## config.mk

```make
export PLATFORM = sky130hd
export DESIGN_NAME = mpp_port_block
export DESIGN_NICKNAME = d
export VERILOG_FILES = /design/src/mpp_pkg.sv /design/src/mpp_port_block.sv /design/src/mpp_port_slice.sv
export SDC_FILE = /design/constraint.sdc
export NUM_CORES = 1
export LEC_CHECK = 0
export BUFFER_PORTS_ARGS = -buffer_cell sky130_fd_sc_hd__buf_2
export CAP_MARGIN = 20
export CORE_MARGIN = 3
export CORE_UTILIZATION = 35
export DETAILED_ROUTE_END_ITERATION = 10
export PLACE_DENSITY = 0.55
export SLEW_MARGIN = 25
export SYNTH_ARGS = -nofsm -noshare
export SYNTH_HDL_FRONTEND = slang
export SYNTH_HIERARCHICAL = 1
export SYNTH_SLANG_ARGS = --single-unit
```

## constraint.sdc

```tcl
create_clock -name clk_i -period 2.7 [get_ports clk_i]
set_clock_uncertainty 0.2 [all_clocks]
set_input_delay 0.135 -clock clk_i [delete_from_list [all_inputs] [get_ports clk_i]]
set_output_delay 0.135 -clock clk_i [all_outputs]
set_load 0.03 [all_outputs]
```

## src/mpp_pkg.sv

```systemverilog
// Purpose: Constants for the general-purpose port pin block
// Assumes: 32-bit classic Wishbone, byte addresses, 8-bit data in the low lane
// Notes: Ports are held as eight-bit slots; masks trim each port's real width
package mpp_pkg;

	// ----------------------------------------
	// Geometry
	// ----------------------------------------
	localparam int NPORT = 9;
	localparam int PW = 8;
	localparam int ADR_W = 12;

	// Slot order: ports 0, 1, 2, 3, 7, 8, 9, 10, 11
	localparam int SLOT_P1 = 1;
	localparam int SLOT_P8 = 5;
	localparam int SLOT_P9 = 6;
	localparam int SLOT_P11 = 8;

	// Bits that exist, slot 8 down to slot 0
	localparam logic [NPORT-1:0][PW-1:0] VALID_M =
		{8'hff, 8'h0f, 8'hff, 8'hff, 8'h07, 8'hff, 8'he0, 8'hff, 8'hbf};
	// Bits whose direction software may choose
	localparam logic [NPORT-1:0][PW-1:0] DIR_M =
		{8'hff, 8'h0f, 8'hff, 8'hff, 8'h07, 8'hff, 8'he0, 8'hff, 8'h3e};
	// Bits that carry an on-chip pull-up
	localparam logic [NPORT-1:0][PW-1:0] PU_M =
		{8'hff, 8'h0f, 8'hff, 8'hff, 8'h07, 8'hff, 8'he0, 8'hff, 8'h3f};

	// ----------------------------------------
	// Register map
	// ----------------------------------------
	localparam logic [ADR_W-1:0] PORT_STRIDE = 12'h010;
	localparam logic [1:0] SUB_OUT = 2'h0;
	localparam logic [1:0] SUB_DIR = 2'h1;
	localparam logic [1:0] SUB_PU = 2'h2;
	localparam logic [1:0] SUB_PIN = 2'h3;
	localparam logic [ADR_W-1:0] LCD_CTRL_ADR = 12'h100;
	localparam logic [ADR_W-1:0] ADC_MODE_ADR = 12'h104;
	localparam logic [ADR_W-1:0] IRQ_STS_ADR = 12'h108;
	localparam logic [ADR_W-1:0] IRQ_MSK_ADR = 12'h10c;

	// ----------------------------------------
	// Reset values
	// ----------------------------------------
	localparam logic [PW-1:0] OUT_RST = 8'h00;
	localparam logic [PW-1:0] DIR_RST = 8'h00;
	localparam logic [PW-1:0] PU_RST = 8'h00;
	localparam logic [PW-1:0] LCD_RST = 8'h00;
	localparam logic [PW-1:0] MSK_RST = 8'h00;

endpackage

```

## src/mpp_port_block.sv

```systemverilog
// Purpose: General-purpose port pins with direction, pull-ups and edge flags
// Assumes: Classic Wishbone slave, 100 MHz clk_i, synchronous rst_i
// Notes: One wait state on every access; port 11 falling edges interrupt
//
// Contract
// - Port 0 has seven bits; lowest and oscillator-shared bits are input only.
// - Input bits offer a software-enabled on-chip pull-up; here port 0 bit 7 has none.
// - Analog use of port 1 forces its pull-ups off.
// - Ports 8 and 9 pick port or segment in pairs of bits.
// - Port 11 has per-bit direction and flags falling edges on inputs.
// - Ports 2, 3, 7, 10, 11 have per-bit direction; widths 3, 8, 3, 4, 8.
//
// Our own choices: the register addresses and the Wishbone register port.
module mpp_port_block (
	input wire logic clk_i,
	input wire logic rst_i,
	input wire logic cyc_i,
	input wire logic stb_i,
	input wire logic we_i,
	input wire logic [mpp_pkg::ADR_W-1:0] adr_i,
	input wire logic [3:0] sel_i,
	input wire logic [31:0] dat_i,
	output logic [31:0] dat_o,
	output logic ack_o,
	input wire logic [mpp_pkg::NPORT*mpp_pkg::PW-1:0] pin_i,
	output logic [mpp_pkg::NPORT*mpp_pkg::PW-1:0] pin_o,
	output logic [mpp_pkg::NPORT*mpp_pkg::PW-1:0] pin_oe_n_o,
	output logic [mpp_pkg::NPORT*mpp_pkg::PW-1:0] pullup_o,
	output logic [15:0] seg_mode_o,
	output logic analog_inputs_o,
	output logic irq_o
);
	import mpp_pkg::*;

	// ----------------------------------------
	// State
	// ----------------------------------------
	typedef struct packed {
		logic [NPORT-1:0][PW-1:0] out;
		logic [NPORT-1:0][PW-1:0] dir;
		logic [NPORT-1:0][PW-1:0] pu;
		logic [PW-1:0] lcd;
		logic adc;
		logic [PW-1:0] sts;
		logic [PW-1:0] msk;
		logic [PW-1:0] p11_prev;
		logic ack;
		logic [31:0] rdat;
	} mpp_state_t;

	mpp_state_t st_q, st_d;

	logic [NPORT-1:0][PW-1:0] rd_val;
	logic [NPORT-1:0][PW-1:0] seg_m;
	logic [PW-1:0] p11_pin;
	logic [PW-1:0] fall;

	// Expand one bit per pair to a full bit mask
	function automatic logic [PW-1:0] pair_mask(input logic [3:0] b);
		logic [PW-1:0] m;
		m = '0;
		for (int i = 0; i < 4; i++) begin
			m[2*i] = b[i];
			m[2*i+1] = b[i];
		end
		return m;
	endfunction

	// Port registers live below the special block
	function automatic logic is_port(input logic [ADR_W-1:0] a);
		return (a[ADR_W-1:8] == '0) && (a[7:4] < 4'(NPORT));
	endfunction

	// ----------------------------------------
	// Port slices
	// ----------------------------------------
	// LCD control picks segments in pairs
	always_comb begin
		seg_m = '0;
		seg_m[SLOT_P8] = pair_mask(st_q.lcd[3:0]);
		seg_m[SLOT_P9] = pair_mask(st_q.lcd[7:4]);
	end

	for (genvar g = 0; g < NPORT; g++) begin : g_port
		mpp_port_slice #(
			.VALID(VALID_M[g]),
			.DIRMSK(DIR_M[g]),
			.PUMSK(PU_M[g])
		) u_slice (
			.out_i(st_q.out[g]),
			.dir_i(st_q.dir[g]),
			.pu_i(st_q.pu[g]),
			.pin_i(pin_i[g*PW +: PW]),
			.seg_i(seg_m[g]),
			.analog_i(g == SLOT_P1 && st_q.adc),
			.drv_o(pin_o[g*PW +: PW]),
			.oe_n_o(pin_oe_n_o[g*PW +: PW]),
			.pu_o(pullup_o[g*PW +: PW]),
			.rd_o(rd_val[g])
		);
	end

	assign seg_mode_o = {seg_m[SLOT_P9], seg_m[SLOT_P8]};
	assign analog_inputs_o = st_q.adc;
	assign p11_pin = pin_i[SLOT_P11*PW +: PW];

	// falling edge on an input bit
	assign fall = st_q.p11_prev & ~p11_pin & ~st_q.dir[SLOT_P11];

	// Level interrupt from unmasked sticky flags
	assign irq_o = |(st_q.sts & st_q.msk);
	assign ack_o = st_q.ack;
	assign dat_o = st_q.rdat;

	// ----------------------------------------
	// Next state
	// ----------------------------------------
	always_comb begin
		logic req;
		logic wr;
		logic [3:0] slot;
		logic [PW-1:0] wd;
		logic [PW-1:0] clr;
		req = 1'b0;
		wr = 1'b0;
		slot = 4'h0;
		wd = 8'h00;
		clr = 8'h00;
		st_d = st_q;
		req = cyc_i && stb_i;
		// Writes land on the edge the master sees ack
		wr = req && we_i && st_q.ack && sel_i[0];
		slot = adr_i[7:4];
		wd = dat_i[PW-1:0];
		// One wait state, ack drops after one cycle
		st_d.ack = req && !st_q.ack;
		st_d.rdat = '0;
		if (req && !st_q.ack && !we_i) begin
			if (is_port(adr_i)) begin
				case (adr_i[3:2])
					SUB_OUT: st_d.rdat = {24'h0, st_q.out[slot] & VALID_M[slot]};
					SUB_DIR: st_d.rdat = {24'h0, st_q.dir[slot] & DIR_M[slot]};
					SUB_PU: st_d.rdat = {24'h0, st_q.pu[slot] & PU_M[slot]};
					SUB_PIN: st_d.rdat = {24'h0, rd_val[slot]};
					default: st_d.rdat = '0;
				endcase
			end else begin
				case (adr_i)
					LCD_CTRL_ADR: st_d.rdat = {24'h0, st_q.lcd};
					ADC_MODE_ADR: st_d.rdat = {31'h0, st_q.adc};
					IRQ_STS_ADR: st_d.rdat = {24'h0, st_q.sts};
					IRQ_MSK_ADR: st_d.rdat = {24'h0, st_q.msk};
					default: st_d.rdat = '0;
				endcase
			end
		end
		if (wr) begin
			if (is_port(adr_i)) begin
				case (adr_i[3:2])
					SUB_OUT: st_d.out[slot] = wd & VALID_M[slot];
					SUB_DIR: st_d.dir[slot] = wd & DIR_M[slot];
					SUB_PU: st_d.pu[slot] = wd & PU_M[slot];
					default: st_d.rdat = st_d.rdat;
				endcase
			end else begin
				case (adr_i)
					LCD_CTRL_ADR: st_d.lcd = wd;
					ADC_MODE_ADR: st_d.adc = wd[0];
					IRQ_STS_ADR: clr = wd;
					IRQ_MSK_ADR: st_d.msk = wd;
					default: st_d.lcd = st_q.lcd;
				endcase
			end
		end
		// new edges win over a clear
		st_d.sts = (st_q.sts & ~clr) | fall;
		st_d.p11_prev = p11_pin;
		if (rst_i) begin
			st_d = '0;
			for (int p = 0; p < NPORT; p++) begin
				st_d.out[p] = OUT_RST;
				st_d.dir[p] = DIR_RST;
				st_d.pu[p] = PU_RST;
			end
			st_d.lcd = LCD_RST;
			st_d.msk = MSK_RST;
		end
	end

	// ----------------------------------------
	// Registers
	// ----------------------------------------
	// Single register for all state
	always_ff @(posedge clk_i) begin
		st_q <= st_d;
	end
endmodule

```

## src/mpp_port_slice.sv

```systemverilog
// Purpose: Pin drive, pull-up and read-back of one eight-bit port slot
// Assumes: Pin levels are synchronous to the system clock
// Notes: Purely combinational; all state lives in the top module
module mpp_port_slice #(
	parameter logic [7:0] VALID = 8'hff,
	parameter logic [7:0] DIRMSK = 8'hff,
	parameter logic [7:0] PUMSK = 8'hff
) (
	input wire logic [7:0] out_i,
	input wire logic [7:0] dir_i,
	input wire logic [7:0] pu_i,
	input wire logic [7:0] pin_i,
	input wire logic [7:0] seg_i,
	input wire logic analog_i,
	output logic [7:0] drv_o,
	output logic [7:0] oe_n_o,
	output logic [7:0] pu_o,
	output logic [7:0] rd_o
);

	// ----------------------------------------
	// Pin side
	// ----------------------------------------
	logic [7:0] out_dir;

	assign out_dir = dir_i & DIRMSK & ~seg_i;
	assign drv_o = out_i & out_dir;
	assign oe_n_o = ~out_dir;
	assign pu_o = analog_i ? 8'h00 : (pu_i & PUMSK & ~out_dir & ~seg_i);

	// latch when output, pin when input
	assign rd_o = ((out_dir & out_i) | (~out_dir & pin_i)) & VALID;

endmodule

```

==> results of run 1 <==
## what timing repair did
action,4_1_cts,5_1_grt
hold buffers,25,0
endpoints found under the hold margin,59,0
setup buffers,0,0
setup endpoints to repair,0,2
gates resized for setup,0,2
## cells in the final DEF (no fill, tap or decap), types with 25 or more instances in the layout
cell type	n
a21o_1	55
a21oi_1	66
and3b_1	63
buf_2	272
buf_4	95
clkbuf_16	29
conb_1	227
dfxtp_1	255
dlygate4sd3_1	25
mux2i_1	211
mux4_2	50
nand2_1	73
nand2b_1	62
nand3_1	56
nor2_1	192
nor4b_2	46
## metrics by stage
step                total power, mW  instances  setup slack [ns]  hold WS, ns  utilization
finish                        8.715       2552           0.06407      0.04723       0.4409
detailed placement            4.785       2474          -0.03899       0.1809       0.4119
floorplan                     4.568       1778            0.1884      0.06318            -
global route                  9.006       2552           0.04530      0.06889       0.4409
CTS                           8.767       2551           0.02633      0.01805       0.4407
global placement              4.783       2474          -0.03698       0.1827       0.4118
## worst reg2reg max path: cells and delay by family (launching register included)
family	cells	cell delay, ns
AOI/OAI and AO/OA	3	0.63
DFF	1	0.55
muxes	1	0.50
buffers and inverters	2	0.42
and+or+nand+nor	1	0.19
## flip-flops by register name (all words and copies together) (netlist names)
| name | cells |
|---|---|
| dat_o | 8 |
| seg_mode_o | 8 |
| analog_inputs_o | 1 |
| st_q | 238 |
| ack_o | 1 |
## area by class of cell
cell class                 instances  area (sq um)
clock buffer                      46         889.6
clock inverter                     6         72.57
fill                            4141         23610
tap                              539         674.4
timing repair buffer             399          2456
inverter                          12         45.04
antenna                            1         2.502
multi-input combinational       1293          9350
sequential                       256          5126
## routing by layer
layer  wire length [microns]  up-vias  global-route usage
met5                       8        -                   0
met4                    1696        2             0.06632
met3                    4167       80             0.04467
met2                   25720      546              0.3830
met1                   25460     6223              0.3433
li1                        -     6099                   -
## report_power, final
part	switching [mW]	internal, mW	total (mW)
registers	0.00730	3.79	3.80
logic	0.647	0.308	0.955
clock network	1.62	2.34	3.96
total	2.27	6.44	8.72
## path summary, 6_finish.rpt
| path | depth (start not counted) | end | slack (ns) |
|---|---|---|---|
| setup / recovery | 7 | dat_o[0] | 0.06 |
| hold / removal | 4 | dat_o[3] | 0.05 |
| setup reg to reg | 7 | dat_o[0] | 0.06 |
| hold reg to reg | 1 | st_q[227] | 0.26 |
==> results.rst, run 1 <==
.. list-table::
   :header-rows: 1

   * - Metric
     - Value
   * - Clk Latency, worst-skew pair
     - roughly 0.57 ns
   * - Detailed-route DRC error count
     - 0
   * - Number of global-route vias before repair
     - ~12,000
   * - Hold violation count in the final report
     - 0
   * - Total die area
     - ~45,000 sq um
   * - Required time of the critical path
     - 2.92 ns
   * - Setup repair after global routing missed its margin
     - false
   * - First-pass detailed-route iteration total
     - 7
   * - Synth Area per Inst
     - just under 10 sq um
   * - Clock sinks
     - about 260
   * - Worst hold path type
     - in -> reg
   * - Wire length of the first global-routing pass
     - 82,210 microns
   * - Startpoint of the most critical setup path
     - seg_mode_o[0]
   * - Half-perimeter wire length after placement
     - between 40,000 and 50,000 microns
   * - Fin crit period
     - 2.636 ns
   * - Final net count
     - between 2,000 and 2,500
   * - Peak clock frequency supported by timing
     - roughly 0.38 GHz
   * - Placeable core area
     - around 42,000 sq um
   * - Cell-by-cell trace of the critical path
     - buf_4, and3b_1, a21o_1, mux4_2, a311oi_1, buf_4, o22ai_1
   * - Kind of critical path
     - reg -> reg
   * - Max-cap violations
     - 0
   * - Combined area of all synthesized cells
     - roughly 15,000 sq um
   * - Detailed-route wire length
     - between 50,000 and 60,000 microns
   * - Area growth from synthesis to layout
     - 23.80%
   * - Cell seen most often among critical-path stages
     - buf_4
   * - Share of post-route cells with drive strength above 1
     - 0.2823
   * - Overall overflow remaining after global route
     - 0
   * - Vias
     - roughly 13,000
   * - Data arrival time at the worst-slack endpoint
     - between 2 and 3 ns
   * - Clk slew on worst S/H paths
     - approximately 0.060 ns
   * - Via/cell ratio
     - ~5.1
   * - Slowest-stage cell, CP
     - dfxtp_1
   * - Routability Congestion
     - between 0.9 and 1
   * - Critical Path Fanout Max
     - 4
   * - Largest incremental delay on the critical path
     - ~0.55 ns
   * - TritonCTS clock tree
     - done
   * - Number of violations reported at the end of detailed-routing iteration 0
     - 1,054
   * - Reg-to-reg startpoint
     - seg_mode_o[0]
   * - Root cell of the clock tree
     - clkbuf_16
   * - Chip height
     - 213.3 microns
   * - Buf/Inv on CP
     - 2
   * - Element type at the critical path end
     - flop
   * - Actual slew at the worst max-slew pin
     - approximately 0.9 ns
   * - Headroom to the max-slew limit
     - 0.3983
   * - Number of H-tree levels
     - 1
   * - Buffer levels on the longest clock path
     - 3
   * - Number of routed nets with antenna violations
     - 0
   * - Initial antenna violation count
     - 2
   * - GRT Resource Usage Total
     - 0.2432
   * - Startpoint types
     - flop
   * - Worst min-delay path startpoint
     - adr_i[2]
   * - Leakage
     - between 9 and 10 nW
   * - Wirelength per Cell
     - approximately 22 microns
   * - Crit path max-delay family
     - compound AO/OA/AOI/OAI gates
   * - Standard cell area after detailed placement
     - about 17,000 sq um
   * - Summed negative setup slack over all endpoints
     - 0 ns
   * - Die X
     - between 200 and 250 microns
   * - Effective utilization at floorplan
     - 0.3561
   * - Outcome
     - finished clean
   * - Largest net degree at the start of global routing
     - 70
   * - Setup-violating endpoint count in the final report
     - 0
   * - Worst IR Drop VDD
     - between 0.0003 and 0.0004 V
   * - Number of clock buffers inserted by TritonCTS
     - 29
   * - Total I/O pin count
     - ~390
   * - Count of pins over their slew limit
     - 0
   * - Power Dens Cells
     - approximately 470 nW/um^2
   * - Number of warnings printed during yosys synthesis
     - 6
   * - Synthesized instance count
     - 1,560
   * - Port bufs
     - between 200 and 300
   * - Cell area after layout
     - ~19,000 sq um
   * - Cell row count
     - 75
   * - Final period util
     - 0.9763
Power figures use the tool's default switching activity.
==> run 2: changes to the inputs <==
CORE_ASPECT_RATIO = 1.5   (was default)
CORE_UTILIZATION = 45   (was 35)
PLACE_DENSITY = default   (was 0.55)
PLACE_DENSITY_LB_ADDON = 0.3   (was default)
==> run 2 against run 1 <==
Net effect: setup slack improved by 0.14 ns; sequential power barely moved; combinational power down 1%; sequential share of layout area increased by 0.59 points; first-iteration DRC count fell by 7.5%; largest cell class unchanged; clock power shrank 7.3%; cell count fell by 6.0%.
==> results.rst, run 2 (same netlist as run 1, synthesis figures left out) <==
.. list-table::
   :header-rows: 1

   * - Metric
     - Value
   * - Outcome
     - finished clean (unchanged)
   * - Final non-filler cell total
     - 2,400 (was 2,552)
   * - Crit path max-delay family
     - multiplexers (was compound AO/OA/AOI/OAI gates)
   * - Startpoint types
     - flop (unchanged)
   * - Buffer levels on the longest clock path
     - 3 (unchanged)
   * - Count of cells along the worst register-to-register path
     - 7 (unchanged)
   * - Top register by number of flip-flops
     - st_q (unchanged)
   * - Global routing usage on met1
     - 0.3457 (was 0.3433)
   * - Via/cell ratio
     - 5.514 (was 5.074)
   * - Critical Path Fanout Max
     - 9 (was 4)
   * - Effective utilization at floorplan
     - 0.4580 (was 0.3561)
   * - Top library cells by usage in the layout, fill and taps aside
     - buf_2 (272), dfxtp_1 (256), conb_1 (227) (was buf_2 (272), dfxtp_1 (255), conb_1 (227))
   * - Headroom to the max-slew limit
     - 0.4940 (was 0.3983)
   * - Largest incremental delay on the critical path
     - 0.65 ns (was 0.55 ns)
   * - Data arrival time at the worst-slack endpoint
     - 2.69 ns (was 2.86 ns)
   * - Hold violation count in the final report
     - 0 (unchanged)
   * - Number of global-route vias before repair
     - 12,600 (was 12,350)
   * - Worst IR Drop VDD
     - 0.0002870 V (was 0.0003563 V)
   * - Worst hold path type
     - in -> reg (unchanged)
   * - Overall overflow remaining after global route
     - 0 (unchanged)
   * - Routability Congestion
     - 0.9877 (was 0.9736)
   * - Peak clock frequency supported by timing
     - 0.4007 GHz (was 0.3794 GHz)
   * - Cell-by-cell trace of the critical path
     - and3b_1, a21o_1, mux4_2, mux2i_1, o21ai_0, a32oi_1, o211ai_1 (was buf_4, and3b_1, a21o_1, mux4_2, a311oi_1, buf_4, o22ai_1)
   * - Placeable core area
     - 32,840 sq um (was 42,230 sq um)
   * - First-pass detailed-route iteration total
     - 7 (unchanged)
   * - Final net count
     - 2,097 (was 2,120)
   * - Inserted Diodes
     - 0 (was 1)
   * - Total area of sequential cells
     - 5125 sq um (was 5126 sq um)
   * - Total I/O pin count
     - 392 (unchanged)
   * - Count of pins over their slew limit
     - 0 (unchanged)
   * - Fin crit period
     - 2.496 ns (was 2.636 ns)
   * - Leading cell type in the layout, fill and taps excluded
     - buf_2 (unchanged)
   * - Number of routed nets with antenna violations
     - 0 (unchanged)
   * - Number of filler cells placed in the layout
     - 2,967 (was 4,141)
   * - Clk slew on worst S/H paths
     - 0.06 ns (about the same)
   * - Most congested layer reported by global routing
     - met2 (unchanged)
   * - Half-perimeter wire length after placement
     - 40,040 microns (was 43,390 microns)
   * - Share of post-route cells with drive strength above 1
     - 0.2700 (was 0.2823)
   * - M2 GR Usage
     - 0.4775 (was 0.3830)
   * - Setup-violating endpoint count in the final report
     - 0 (unchanged)
   * - Reg-to-reg startpoint
     - seg_mode_o[10] (was seg_mode_o[0])
   * - Area growth from synthesis to layout
     - 21.17% (was 23.80%)
   * - Vias
     - 13,230 (was 12,950)
   * - Area taken by multi-input logic gates
     - 9336 sq um (was 9350 sq um)
   * - Number of H-tree levels
     - 1 (unchanged)
   * - Buf/Inv on CP
     - 0 (was 2)
   * - Initial antenna violation count
     - 0 (was 2)
   * - Startpoint of the most critical setup path
     - seg_mode_o[10] (was seg_mode_o[0])
   * - Slowest-stage cell, CP
     - dfxtp_1 (unchanged)
   * - Flop-to-flop setup slack
     - 0.20 ns (was 0.06 ns)
   * - Final period util
     - 0.9244 (was 0.9763)
   * - Wirelength per Cell
     - 21.94 microns (was 22.36 microns)
   * - Max-cap violations
     - 0 (unchanged)
   * - Power Dens Cells
     - 461.3 nW/um^2 (was 468.2 nW/um^2)
   * - Capturing instance or port of the critical path
     - dat_o[3] (was dat_o[0])
   * - Met3 Track Usage GR
     - 0.03502 (was 0.04467)
   * - Wire length of the first global-routing pass
     - 77,470 microns (was 82,210 microns)
   * - Port bufs
     - 275 (unchanged)
   * - GRT Resource Usage Total
     - 0.2823 (was 0.2432)
   * - Summed negative setup slack over all endpoints
     - 0 ns (unchanged)
   * - Number of violations reported at the end of detailed-routing iteration 0
     - 975 (was 1,054)
   * - TritonCTS clock tree
     - done (unchanged)
   * - Total die area
     - 35,690 sq um (was 45,490 sq um)
   * - Largest net degree at the start of global routing
     - 121 (was 70)
   * - Setup repair after global routing missed its margin
     - false (unchanged)
   * - Detailed-route wire length
     - 52,660 microns (was 57,050 microns)
   * - Cell row count
     - 81 (was 75)
   * - Reg2reg end
     - dat_o[3] (was dat_o[0])
   * - Clk Latency, worst-skew pair
     - 0.52 ns (was 0.57 ns)
   * - Chip height
     - 229.9 microns (was 213.3 microns)
   * - Clock sinks
     - 256 (unchanged)
   * - Kind of critical path
     - reg -> reg (unchanged)
   * - Required time of the critical path
     - 2.89 ns (was 2.92 ns)
   * - Leakage
     - 8.951 nW (was 9.098 nW)
   * - Number of clock buffers inserted by TritonCTS
     - 25 (was 29)
   * - Resized Gates After CTS
     - 0 (unchanged)
   * - Element type at the critical path end
     - flop (unchanged)
   * - Actual slew at the worst max-slew pin
     - 0.7554 ns (was 0.8993 ns)
   * - Detailed-route DRC error count
     - 0 (unchanged)
   * - Number of placed instances, taps included
     - 2,331 (was 2,474)
   * - Flip-flop count of the largest register after layout
     - 238 (unchanged)
   * - Root cell of the clock tree
     - clkbuf_16 (unchanged)
   * - Die X
     - 155.3 microns (was 213.3 microns)
   * - Path length in cells of the critical path
     - 7 (unchanged)
==> run 2: worst min-delay path: cells and delay by family <==
family,cells,cell delay [ns]
AO/OA/AOI/OAI,1,0.11
buffers and inverters,1,0.25
AND/OR/NAND/NOR,2,0.26
==> run 2: area by class of cell <==
| class | instances | share of cell area |
|---|---|---|
| inverter | 12 | 0.002472 |
| timing repair buffer | 380 | 0.1290 |
| multi-input combinational | 1293 | 0.5124 |
| clock buffer | 37 | 0.03900 |
| clock inverter | 7 | 0.007416 |
| tap | 415 | 0.02849 |
| sequential | 256 | 0.2812 |
==> run 2: worst min path at each step <==
| stage | endpoint | cells past startpoint | startpoint |
|---|---|---|---|
| 4_1_cts | dat_o[6] | 4 | adr_i[3] |
| 3_3_place_gp | st_q[35] | 2 | rst_i |
| 2_1_floorplan | st_q[33] | 1 | pin_i[64] |
| 6_report | dat_o[6] | 4 | adr_i[3] |
| 5_1_grt | dat_o[6] | 4 | adr_i[3] |
| 3_5_place_dp | st_q[35] | 2 | rst_i |
==> run 2: metal layers <==
layer / vias to the layer above / wire length (microns)
met3: 130 / 3844
met5: - / 0
met1: 6375 / 20000
met4: 0 / 3562
met2: 677 / 25250
li1: 6052 / -
==> run 2: where the power goes <==
part	internal [mW]	leakage, nW	switching (mW)
Clock	2.19	0.415	1.47
Sequential	3.79	2.06	0.00718
Combinational	0.311	6.47	0.631
Total	6.29	8.95	2.11
==> run 2: timing repair <==
| action | CTS | global route |
|---|---|---|
| setup buffers | 0 | 0 |
| hold buffers | 25 | 0 |
| hold endpoints to repair | 108 | 0 |
==> run 2: stage by stage <==
step           area [sq um]  setup WS, ns  hold slack, ns  utilization  power (mW)
6_report              18220        0.2042         0.08279       0.5549       8.406
3_3_place_gp          17130       0.07602          0.1688       0.5216       4.767
3_5_place_dp          17130        0.1163          0.1716       0.5216       4.772
5_1_grt               18220       0.03116          0.1458       0.5549       8.646
4_1_cts               18220        0.2177         0.08152       0.5549       8.418
2_1_floorplan         15860        0.1884         0.06318            -       4.568
